--- src/inc/ldoc_pkg.sv ---
// Package for the regulator enable control block.
// Assumes a 16-bit register port and a single system clock.
package ldoc_pkg;

  // ==========================================================================
  // Register map
  // ==========================================================================
  localparam logic [15:0] LDOC_REG_CTRL_OFF = 16'h7004; // Regulator control
  localparam logic [15:0] LDOC_REG_PMGT_OFF = 16'h1930; // RTC power mgmt
  localparam int          LDOC_DATA_W       = 16;       // Register data width

  // Regulator control fields
  localparam int LDOC_USB_EN_BIT = 0;                   // USB regulator enable
  localparam int LDOC_VSEL_BIT   = 1;                   // Core voltage select
  // RTC power management fields
  localparam int LDOC_RSD_BIT    = 1;                   // Regulator shutdown
  localparam int LDOC_BSD_BIT    = 2;                   // Bandgap shutdown

  // Reset values
  localparam logic LDOC_USB_EN_RST = 1'b0;              // USB regulator off
  localparam logic LDOC_VSEL_RST   = 1'b0;              // 1.3 V target
  localparam logic LDOC_SD_RST     = 1'b0;              // No shutdown

  // Voltage select encodings
  localparam logic LDOC_VSEL_1V30 = 1'b0;               // 1.3 V
  localparam logic LDOC_VSEL_1V05 = 1'b1;               // 1.05 V

  // Register bus request
  typedef struct packed {
    logic [15:0] addr;                                  // Register address
    logic [15:0] wdata;                                 // Write data
    logic        wr;                                    // Write strobe
    logic        rd;                                    // Read strobe
  } ldoc_bus_req_t;

  // Regulator outputs
  typedef struct packed {
    logic ana_on;                                       // Analog regulator on
    logic core_on;                                      // Core regulator on
    logic usb_on;                                       // USB regulator on
    logic usb_oe;                                       // USB pin driven
    logic core_vsel;                                    // Core voltage select
  } ldoc_reg_out_t;

endpackage

--- src/hdl/ldoc_ctrl.sv ---
// Regulator enable and voltage select control.
// Assumes pins are asynchronous and the register port is on sys_clk.
// Notes on behaviour
// - Select bit 0 is 1.3 V, 1 is 1.05 V
// - USB enable 0 turns off, pin Hi-Z
// - Control bits 15:2 read zero, ignore writes
// - Bandgap shutdown turns all regulators off
// - Regulator shutdown turns all regulators off
// - No shutdown, USB off, strap low: ana+core
// - Analog only off through shutdown bits or reset
// - Decisions combine strap pin and register bits
// - USB regulator disabled after reset
// - Bandgap bit 2, regulator bit 1
// - Wakeup pin or alarm clears shutdown
`timescale 1ns/1ps
module ldoc_ctrl
  import ldoc_pkg::*;
(
  input  wire logic                     sys_clk,    // System clock, 10 MHz
  input  wire logic                     rst,        // Sync reset, active high
  input  wire ldoc_pkg::ldoc_bus_req_t  bus_req,    // Register request
  output logic [ldoc_pkg::LDOC_DATA_W-1:0] rdata,   // Read data, next cycle
  input  wire logic                     core_reg_strap_pin, // Strap, async
  input  wire logic                     wakeup_pin, // Wakeup, async, high
  input  wire logic                     rtc_alarm,  // Alarm pulse, same clock
  output ldoc_pkg::ldoc_reg_out_t       reg_out     // Regulator controls
);
  import ldoc_pkg::*;

  // ==========================================================================
  // Storage
  // ==========================================================================
  logic usb_en_r;              // USB regulator enable
  logic vsel_r;                // Core voltage select
  logic bsd_r;                 // Bandgap shutdown
  logic rsd_r;                 // Regulator shutdown
  logic usb_en_nxt;            // Next USB enable
  logic vsel_nxt;              // Next voltage select
  logic bsd_nxt;               // Next bandgap shutdown
  logic rsd_nxt;               // Next regulator shutdown
  logic [1:0] warm_r;          // Synchroniser fill after reset
  logic [1:0] warm_nxt;        // Next synchroniser fill
  logic strap_s;               // Synchronised strap
  logic wake_s;                // Synchronised wakeup
  logic [LDOC_DATA_W-1:0] rdata_nxt; // Next read data
  ldoc_reg_out_t          out_nxt;   // Next regulator controls

  // ==========================================================================
  // Pin synchronisers
  // ==========================================================================
  ldoc_sync2 u_sync_strap (
    .sys_clk (sys_clk),
    .rst     (rst),
    .d_async (core_reg_strap_pin),
    .q_sync  (strap_s)
  );

  ldoc_sync2 u_sync_wake (
    .sys_clk (sys_clk),
    .rst     (rst),
    .d_async (wakeup_pin),
    .q_sync  (wake_s)
  );

  // ==========================================================================
  // Address decode
  // ==========================================================================
  wire ctrl_hit = (bus_req.addr == LDOC_REG_CTRL_OFF);   // Control register
  wire pmgt_hit = (bus_req.addr == LDOC_REG_PMGT_OFF);   // Power mgmt register
  wire ctrl_wr  = bus_req.wr && ctrl_hit;                 // Control write
  wire pmgt_wr  = bus_req.wr && pmgt_hit;                 // Power mgmt write
  wire wake_ev  = wake_s || rtc_alarm;                    // Wake event

  // Only bits 1:0 are stored; upper bits dropped
  assign usb_en_nxt = ctrl_wr ? bus_req.wdata[LDOC_USB_EN_BIT] : usb_en_r;
  assign vsel_nxt   = ctrl_wr ? bus_req.wdata[LDOC_VSEL_BIT]   : vsel_r;
  // Wake event wins over a software set
  assign bsd_nxt = wake_ev ? 1'b0 :
                   (pmgt_wr ? bus_req.wdata[LDOC_BSD_BIT] : bsd_r);
  assign rsd_nxt = wake_ev ? 1'b0 :
                   (pmgt_wr ? bus_req.wdata[LDOC_RSD_BIT] : rsd_r);

  // ==========================================================================
  // Read mux
  // ==========================================================================
  wire [LDOC_DATA_W-1:0] ctrl_rd = {14'h0000, vsel_r, usb_en_r};
  wire [LDOC_DATA_W-1:0] pmgt_rd = {13'h0000, bsd_r, rsd_r, 1'b0};
  assign rdata_nxt = !bus_req.rd ? 16'h0000 :
                     ctrl_hit    ? ctrl_rd  :
                     pmgt_hit    ? pmgt_rd  : 16'h0000;

  // ==========================================================================
  // Regulator decision matrix
  // ==========================================================================
  // The pin synchronisers read zero for two edges after reset. Core and
  // USB wait for the real strap level, so a high strap can never let the
  // core regulator blip on right after reset.
  assign warm_nxt = {warm_r[0], 1'b1};                    // Fill after reset
  wire pins_ok = warm_r[1];                               // Sync valid
  wire shut = bsd_r || rsd_r;
  wire core_ok = !shut && pins_ok && !strap_s;
  assign out_nxt.ana_on    = !shut;
  assign out_nxt.core_on   = core_ok;
  assign out_nxt.usb_on    = core_ok && usb_en_r;
  assign out_nxt.usb_oe    = core_ok && usb_en_r;
  assign out_nxt.core_vsel = vsel_r;

  // ==========================================================================
  // Registers
  // ==========================================================================
  always_ff @(posedge sys_clk) begin
    if (rst) begin
      usb_en_r <= LDOC_USB_EN_RST;
      vsel_r   <= LDOC_VSEL_RST;
      bsd_r    <= LDOC_SD_RST;
      rsd_r    <= LDOC_SD_RST;
      warm_r   <= 2'h0;                                   // Sync not filled
      rdata    <= 16'h0000;
      reg_out  <= '0;
    end else begin
      usb_en_r <= usb_en_nxt;
      vsel_r   <= vsel_nxt;
      bsd_r    <= bsd_nxt;
      rsd_r    <= rsd_nxt;
      warm_r   <= warm_nxt;
      rdata    <= rdata_nxt;
      reg_out  <= out_nxt;
    end
  end

  // ==========================================================================
  // Checks
  // ==========================================================================
  // Either shutdown bit turns every regulator off
  a_shutdown_all_off: assert property (
    @(posedge sys_clk) disable iff (rst)
    (bsd_r || rsd_r) |=> !reg_out.ana_on && !reg_out.core_on
      && !reg_out.usb_on)
    else $error("Regulators on during shutdown");

  // Regulator shutdown releases the USB pin
  a_rsd_usb_off: assert property (
    @(posedge sys_clk) disable iff (rst)
    rsd_r |=> !reg_out.usb_oe)
    else $error("USB driven during regulator shutdown");

  // Analog regulator has no switch of its own
  a_ana_on_idle: assert property (
    @(posedge sys_clk) disable iff (rst)
    (!bsd_r && !rsd_r) |=> reg_out.ana_on)
    else $error("Analog regulator off without shutdown");

  // High strap keeps the core regulator off
  a_strap_core_off: assert property (
    @(posedge sys_clk) disable iff (rst)
    (!shut && strap_s) |=> !reg_out.core_on && reg_out.ana_on)
    else $error("Core on with strap high");

  // Core and USB stay off until the strap level is known
  a_core_warm_off: assert property (
    @(posedge sys_clk) disable iff (rst)
    !pins_ok |=> !reg_out.core_on && !reg_out.usb_oe)
    else $error("Core on before strap level known");

  // Strap low, USB disabled: analog and core only
  a_strap_low_on: assert property (
    @(posedge sys_clk) disable iff (rst)
    (!shut && pins_ok && !strap_s && !usb_en_r) |=> reg_out.ana_on
      && reg_out.core_on && !reg_out.usb_on)
    else $error("Wrong regulators with strap low and USB off");

  // Strap low, USB enabled: all three on
  a_all_on_case: assert property (
    @(posedge sys_clk) disable iff (rst)
    (!shut && pins_ok && !strap_s && usb_en_r) |=> reg_out.usb_on
      && reg_out.core_on && reg_out.ana_on)
    else $error("Not all regulators on");

  // USB disabled: regulator off and pin released
  a_usb_off_hiz: assert property (
    @(posedge sys_clk) disable iff (rst)
    !usb_en_r |=> !reg_out.usb_on && !reg_out.usb_oe)
    else $error("USB active while disabled");

  // A written select reaches the output two edges later
  a_vsel_follow: assert property (
    @(posedge sys_clk) disable iff (rst)
    ctrl_wr |=> ##1
      reg_out.core_vsel == $past(bus_req.wdata[LDOC_VSEL_BIT], 2))
    else $error("Voltage select not applied");

  // The select holds while no control write arrives
  a_vsel_hold: assert property (
    @(posedge sys_clk) disable iff (rst)
    !ctrl_wr |=> $stable(vsel_r))
    else $error("Voltage select moved without a write");

  // Control read-back holds select and enable only
  a_ctrl_readback: assert property (
    @(posedge sys_clk) disable iff (rst)
    (bus_req.rd && ctrl_hit) |=> rdata == {14'h0000, vsel_r, usb_en_r}
      && rdata[15:2] == 14'h0000)
    else $error("Control readback wrong");

  // Power register read-back shows the two shutdown bits
  a_pmgt_readback: assert property (
    @(posedge sys_clk) disable iff (rst)
    (bus_req.rd && pmgt_hit) |=>
      rdata == {13'h0000, $past(bsd_r), $past(rsd_r), 1'b0})
    else $error("Power register readback wrong");

  // Read data is zero outside the answer cycle
  a_rdata_idle: assert property (
    @(posedge sys_clk) disable iff (rst)
    !bus_req.rd |=> rdata == 16'h0000)
    else $error("Read data not zero outside a read");

  // Wake pin or alarm clears both shutdown bits
  a_wake_clears: assert property (
    @(posedge sys_clk) disable iff (rst)
    wake_ev |=> !bsd_r && !rsd_r)
    else $error("Wake did not clear shutdown");

  // Reset leaves the USB regulator off and its pin released
  a_reset_usb_off: assert property (
    @(posedge sys_clk)
    rst |=> !reg_out.usb_on && !reg_out.usb_oe)
    else $error("USB on after reset");

endmodule // ldoc_ctrl

--- src/hdl/ldoc_sync2.sv ---
// Two flip-flop synchroniser for one pin level.
// Assumes the input is asynchronous to sys_clk.
`timescale 1ns/1ps
module ldoc_sync2 (
  input  wire logic sys_clk,   // System clock
  input  wire logic rst,       // Synchronous reset, active high
  input  wire logic d_async,   // Asynchronous level
  output logic      q_sync     // Synchronised level
);

  logic meta_r;                // First stage, read only by second

  // ==========================================================================
  // Two-stage capture
  // ==========================================================================
  always_ff @(posedge sys_clk) begin
    if (rst) begin
      meta_r <= 1'b0;
      q_sync <= 1'b0;
    end else begin
      meta_r <= d_async;
      q_sync <= meta_r;
    end
  end

endmodule // ldoc_sync2

--- config.mk ---
export PLATFORM = sky130hd
export DESIGN_NAME = ldoc_ctrl
export DESIGN_NICKNAME = d
export VERILOG_FILES = /design/src/inc/ldoc_pkg.sv /design/src/hdl/ldoc_ctrl.sv /design/src/hdl/ldoc_sync2.sv
export SDC_FILE = /design/constraint.sdc
export NUM_CORES = 1
export LEC_CHECK = 0
export ABC_AREA = 1
export BUFFER_PORTS_ARGS = -buffer_cell sky130_fd_sc_hd__buf_2
export CAP_MARGIN = 20
export CORE_UTILIZATION = 42
export CTS_BUF_LIST = sky130_fd_sc_hd__clkbuf_4
export CTS_CLUSTER_DIAMETER = 30
export DETAILED_ROUTE_END_ITERATION = 8
export HOLD_SLACK_MARGIN = 0.03
export MAX_ROUTING_LAYER = met4
export PLACE_DENSITY = 0.81
export RECOVER_POWER = 50
export SYNTH_ARGS = -nofsm -noshare
export SYNTH_HDL_FRONTEND = slang
export SYNTH_SLANG_ARGS = --single-unit
--- constraint.sdc ---
create_clock -name sys_clk -period 1.1 [get_ports sys_clk]
set_input_delay 0.11 -clock sys_clk [delete_from_list [all_inputs] [get_ports sys_clk]]
set_output_delay 0.11 -clock sys_clk [all_outputs]
set_load 0.1 [all_outputs]
==> results.md, run 1 <==
* Status: complete, no violations
* Remaining routing DRC violations at 0
* Final min period at 949 ps
* Layout area overhead at 34.0%
* Sink Count at 17
* Synthesis-stage register bit count at 17
* DR WL/cell at 8.75 µm
* Final WL at approximately 1700 µm
* Adder-Cell Fraction of Synth Area at 0%
* Most common cell after layout, fill and taps aside: nor2_1
* Root Buffer: clkbuf_4
* Fin Clk Skew at ~4.3 ps
* Synth warnings at 0
* Max-Cap Viols at 0
* Mapped Area at between 800 and 900 µm²
* CTS tree: yes
* Register area share after synthesis at roughly two fifths
* Final Hold Vio Count at 0
* Period utilization at roughly 86%
* GRT Overall Usage at 17.5%
* Vias at 844
* Die X at approximately 48 µm
* Final setup TNS at 0 ps
* DR pass1 iterations at 4
* Post-DRT Antenna Nets at 0
* Pwr dens at ~1100 mW/mm²
* Ordered cell list for the critical path: buf_12
* Worst-path clk slew at around 90 ps
* Cell Rows at 16
* Largest net degree at the start of global routing at 12
* VDD IR max at about 0.00083 V
* CP peak stage delay at ~370 ps
* Maximum clock frequency at ~1100 MHz
* Die height at 48.2 µm
* Syn avg cell area at 6.83 µm²
* Worst skew pair latency at about 280 ps
* Most frequent cells in the layout: nor2_1 (27), nand2_1 (25), buf_2 (24)
* Vias per cell at ~4.4
* RSZ-0062 raised after global routing: false
* Simple-gate portion of the synthesized area at between 30% and 40%
* Core Box Area at 0.00198 mm²
* Finished Cell Area at 0.00120 mm²
* Buf+Inv Stages, Crit Path at 1
* Largest family of logic cells by synthesized area: simple AND/OR/NAND/NOR gates
* Mapped Cells at around 130
* Residual overflow from global routing at 0
* Num CTS Buffers at 3
* Number of global-route vias before repair at around 730
* Area contributors post-synth: dfxtp_1 (38%), buf_4 (12%), nor2_1 (11%)
* Critical path class: reg2out
* Synth Area in Compound Gates at 0.559%
* ANT cells at 0
* Initial core utilization at a little under half
* Antenna violations before repair at 0
* Crit path DAT at around 840 ps
* Final-report max-slew violation count at 0
* P_leak at 0.574 nW
* Post-synthesis xor/xnor area fraction at 0%
* Number of port buffers at 33
* Final setup fails at 0
* Initial detailed-routing violation count at 22
* Die area at 0.00232 mm²
* Final net count at 207
* Cell area after placement at ~0.0012 mm²
* Critical path's slowest cell: dfxtp_1
* Share of cells above drive strength 1 at around 28%
* Hpwl dp at around 1400 µm
* Post-synth top area share at 38.0%
* Clock Path Buffers at 2
* Post-synthesis mux area share at 0%
* H-tree depth at 1
* Crit end category: primary output
* Critical Path Fanout Max at 1
* Routability Congestion at approximately 0.8
* WP data required at between 900 and 1000 ps
* Biggest area consumer among synthesized cells: dfxtp_1
* IO Pins at 60
* Largest delay share family, worst path: flip-flops
* First-pass GRT wire length at 2730 µm
* Critical Path Source Type: flop
* Worst hold path type: in2reg
* Post-synth cell types at 16
## cell families after synthesis
group / after synthesis
buffers and inverters: 39
DFF: 17
and+or+nand+nor: 73
other: 1
AOI/OAI and AO/OA: 1
## synth_stat cells, drive strengths merged
cell type,number
a21oi,1
and3,1
buf,15
conb,1
dfxtp,17
inv,24
nand2,25
nand3,3
nand4,7
nor2,33
nor3,4
## area by class of cell
type	instances	area [µm²]
multi-input cells	87	397
clock buffers	4	30.0
flip-flops and latches	17	344
repair buffers	35	304
inverters	24	90.1
well taps	27	33.8
fillers	159	783
## sequential cells by signal, summed over array words and instances (netlist names)
name and count:
bsd_r 1, rdata 3, reg_out 4, rsd_r 1, u_sync_strap.meta_r 1, u_sync_strap.q_sync 1
u_sync_wake.meta_r 1, u_sync_wake.q_sync 1, usb_en_r 1, vsel_r 1, warm_r 2
## routing by layer
| metal | vias to the layer above | GRT usage (%) | part of all wire, % |
|---|---|---|---|
| li1 | 437 | - | - |
| met4 | 0 | 1.67 | 0 |
| met1 | 372 | 19.4 | 36 |
| met3 | 0 | 6.67 | 7.3 |
| met5 | - | - | 0 |
| met2 | 35 | 30.7 | 57 |
## report_power, final
group	switching, mW	total [mW]	internal (mW)
Clock	0.177	0.342	0.165
Sequential	0.00504	0.632	0.627
Combinational	0.289	0.359	0.0706
## per-stage QoR
step | total power, mW | std cells | hold slack, ps | setup WS (ps) | utilization [%]
final | 1.33 | 194 | 82.7 | 151 | 60.5
after global routing | 1.39 | 194 | 113 | 123 | 60.5
after CTS | 1.34 | 194 | 84.9 | 143 | 60.7
after detailed placement | 0.999 | 188 | 325 | 124 | 58.1
after global placement | 0.993 | 188 | 309 | 153 | 58.1
after floorplan | 0.954 | 143 | 211 | 81.0 | -
## path summary, 6_finish.rpt
| check | start | to | slack (ps) | depth (start not counted) |
|---|---|---|---|---|
| hold reg to reg | u_sync_wake.meta_r$_SDFF_PP0_ | u_sync_wake.q_sync$_SDFF_PP0_ | 420 | 2 |
| setup reg to reg | rsd_r$_SDFFE_PP0P_ | rdata[1]$_SDFF_PP0_ | 330 | 4 |
| setup / recovery | reg_out[0]$_SDFF_PP0_ | reg_out[0] | 150 | 1 |
| hold / removal | rtc_alarm | bsd_r$_SDFFE_PP0P_ | 80 | 4 |
## timing repair
| action | in CTS | in global routing |
|---|---|---|
| hold endpoints to repair | 2 | 0 |
| hold buffers | 2 | 0 |
| gates resized for setup | 0 | 0 |
| buffers inserted | 0 | 0 |
| setup endpoints to repair | 0 | 0 |
(Power assumes the default switching activity.)
==> run 2, diff against run 1 <==
--- a/config.mk
+++ b/config.mk
@@ -7,6 +7,5 @@
 export LEC_CHECK = 0
-export ABC_AREA = 1
 export BUFFER_PORTS_ARGS = -buffer_cell sky130_fd_sc_hd__buf_2
 export CAP_MARGIN = 20
-export CORE_UTILIZATION = 42
+export CORE_UTILIZATION = 39
 export CTS_BUF_LIST = sky130_fd_sc_hd__clkbuf_4
@@ -16,3 +15,3 @@
 export MAX_ROUTING_LAYER = met4
-export PLACE_DENSITY = 0.81
+export PLACE_DENSITY = 0.8
 export RECOVER_POWER = 50
==> constraint.sdc (replaced) <==
create_clock -name sys_clk -period 0.9 [get_ports sys_clk]
set_input_delay 0.09 -clock sys_clk [delete_from_list [all_inputs] [get_ports sys_clk]]
set_output_delay 0.09 -clock sys_clk [all_outputs]
set_load 0.05 [all_outputs]
==> run 2 against run 1 <==
- the flow now finishes with violations (setup timing)
- sequential share of layout area increased by 2.7 points
- worst setup slack lost 580 ps
- sequential power is 22% higher
- clock skew about the same
==> results.md, run 2 <==
* Crit path DAT at 1530 ps (was 840 ps)
* RSZ-0062 raised after global routing: true (was false)
* Vias at 599 (was 844)
* Mapped Area at 753 µm² (was 895 µm²)
* Antenna violations before repair at 0 (unchanged)
* Syn avg cell area at 10.6 µm² (was 6.83 µm²)
* Mapped Cells at 71 (was 131)
* Min Hold Slack at 64.5 ps (was 82.7 ps)
* GR Util met2 at 29.0% (was 30.7%)
* Reg-to-reg startpoint: vsel_r$_SDFFE_PP0P_ (was rsd_r$_SDFFE_PP0P_)
* Num CTS Buffers at 3 (unchanged)
* Max-Cap Viols at 0 (unchanged)
* Synthesis-stage register bit count at 17 (unchanged)
* Hpwl dp at 1040 µm (was 1410 µm)
* DR pass1 iterations at 2 (was 4)
* GRT Overall Usage at 16.1% (was 17.5%)
* Clock Path Buffers at 2 (unchanged)
* Core Box Area at 0.00176 mm² (was 0.00198 mm²)
* Final Hold Vio Count at 0 (unchanged)
* Pwr dens at 1310 mW/mm² (was 1110 mW/mm²)
* Final min period at 1330 ps
* Final net count at 154 (was 207)
* Cell Count, Final, Fillers Out at 139 (was 194)
* Met3 usage at 7.14% (was 6.67%)
* Biggest area consumer among synthesized cells: dfxtp_1 (unchanged)
* Async set-reset flop share out of synthesis at 0% (unchanged)
* ANT cells at 0 (unchanged)
* Crit end category: flop (was primary output)
* Met1 Usage GRT at 15.5% (was 19.4%)
* Worst skew pair latency at 290 ps (was 280 ps)
* H-tree depth at 1 (unchanged)
* Initial core utilization at 42.7% (was 45.1%)
* Worst-path clk slew at 100 ps (was 90 ps)
* Most frequent cells in the layout: buf_2 (21), conb_1 (13), dfxtp_1 (10) (was nor2_1 (27), nand2_1 (25), buf_2 (24))
* Critical path class: in2reg (was reg2out)
* Die area at 0.00211 mm² (was 0.00232 mm²)
* Critical Path Source Type: primary input (was flop)
* Number of port buffers at 33 (unchanged)
* Final setup fails at 9 (was 0)
* Share of cells above drive strength 1 at 53.5% (was 27.5%)
* Residual overflow from global routing at 0 (unchanged)
* DR WL/cell at 10.0 µm (was 8.75 µm)
* Worst hold path type: in2reg (unchanged)
* Post-synth top area share at 45.2% (was 38.0%)
* Main synth FF type: dfxtp_1 (unchanged)
* Fin Clk Skew at 4.33 ps (was 4.34 ps)
* Cell with the most instances after synthesis: dfxtp_1 (was nor2_1)
* P_leak at 0.533 nW (was 0.574 nW)
* Register area share after synthesis at 45.2% (was 38.0%)
* Failing checks: setup timing
* Max FFs per register at 4 (unchanged)
* Die height at 45.9 µm (was 48.2 µm)
* Number of global-route vias before repair at 570 (was 726)
* Maximum clock frequency at 751 MHz
* Root Buffer: clkbuf_4 (unchanged)
* Final WL at 1390 µm (was 1700 µm)
* VDD IR max at 0.000877 V (was 0.000828 V)
* Initial detailed-routing violation count at 2 (was 22)
* Period utilization at 148%
* # placed instances at 130 (was 188)
* WP data required at 1090 ps (was 990 ps)
* First-pass GRT wire length at 2280 µm (was 2730 µm)
* Final-report max-slew violation count at 0 (unchanged)
* Hold_sp: bus_req[3] (was rtc_alarm)
* Final setup TNS at -1960 ps (was 0 ps)
* Post-synth cell types at 24 (was 16)
* Routability Congestion at 0.696 (was 0.818)
* Layout area overhead at 47.5% (was 34.0%)
* Largest net degree at the start of global routing at 11 (was 12)
* Largest registers: reg_out x4, rdata x3, warm_r x2 (unchanged)
* Die X at 45.9 µm (was 48.2 µm)
* Most common cell after layout, fill and taps aside: buf_2 (was nor2_1)
* Remaining routing DRC violations at 0 (unchanged)
* IO Pins at 60 (unchanged)
* Synth warnings at 0 (unchanged)
* Busiest grt layer: met2 (unchanged)
* Area contributors post-synth: dfxtp_1 (45%), buf_4 (14%), nor2b_1 (7.5%) (was dfxtp_1 (38%), buf_4 (12%), nor2_1 (11%))
* Vias per cell at 4.31 (was 4.35)
* Crit path from: bus_req[27] (was reg_out[0]$_SDFF_PP0_)
* Synth top cells by count: dfxtp_1 (17), buf_4 (14), nor2b_1 (9) (was nor2_1 (26), nand2_1 (25), inv_1 (23))
* CTS tree: yes (unchanged)
* Status: finished, violations left (was complete, no violations)
* Critical Path Fanout Max at 2 (was 1)
* Setup ws final at -432 ps (was 151 ps)
* Post-synth EDFFs at 0 (unchanged)
* Post-DRT Antenna Nets at 0 (unchanged)
* Cell Rows at 15 (was 16)
* Register bank with the most flops: reg_out (unchanged)
* Sink Count at 17 (unchanged)
==> run 2: worst paths after layout <==
check                                        endpoint  slack [ps]  cells past startpoint
worst min-delay path               rsd_r$_SDFFE_PP0P_          60                      3
worst max register to register    vsel_r$_SDFFE_PP0P_          30                      2
worst min register to register  reg_out[4]$_SDFF_PP0_         430                      1
worst max-delay path              vsel_r$_SDFFE_PP0P_        -430                      5
==> run 2: critical path, stage by stage <==
cell and delay (ps):
buf_6 90, or4_4 540, nor4_4 310, and2_4 200, mux2_4 290
==> run 2: final cells by class <==
type                       instances  area, µm²
inverter                           1       3.75
tap                               25       31.3
sequential                        17        349
clock inverter                     1       5.00
clock buffer                       3       22.5
multi-input combinational         50        370
fill                             156        653
timing repair buffer              42        329
==> run 2: where the power goes <==
| part | total [mW] | switching [mW] | internal, mW |
|---|---|---|---|
| clock network | 0.406 | 0.241 | 0.166 |
| logic | 0.277 | 0.185 | 0.0923 |
| registers | 0.774 | 0.00438 | 0.769 |
| total | 1.46 | 0.430 | 1.03 |
==> run 2: metrics by stage <==
step	worst slack [ps]	total power [mW]	utilization [%]	instance area [µm²]
3_3_place_gp	-764	1.03	52.0	917
5_1_grt	-445	1.52	63.0	1110
4_1_cts	-422	1.47	60.0	1060
2_1_floorplan	-617	1.01	-	800
3_5_place_dp	-785	1.04	52.0	917
6_report	-432	1.46	63.0	1110
==> run 2: metal layers <==
metal  vias to the layer above  share of wire, %
li1                        303                 -
met4                         0              0.86
met3                         3               6.0
met5                         -                 0
met1                       266                38
met2                        27                55
==> run 2: kinds of logic (layout without fill, tap and decap cells) <==
kind of cell    count (synthesis)  count (layout)  synth area share (%)
simple gates                   31              31                  31.7
mux                             3               3                  4.65
compound gates                  3               3                  2.99
buf+inv                        16              47                  14.9
other cells                     1              13                 0.498
flops                          17              17                  45.2
==> run 2: timing repair <==
action	4_1_cts	5_1_grt
resized for setup	19	16
buffers inserted	1	0
hold endpoints to repair	4	0
hold buffers	4	0
endpoints found under the setup margin	16	15
pin swaps	5	6
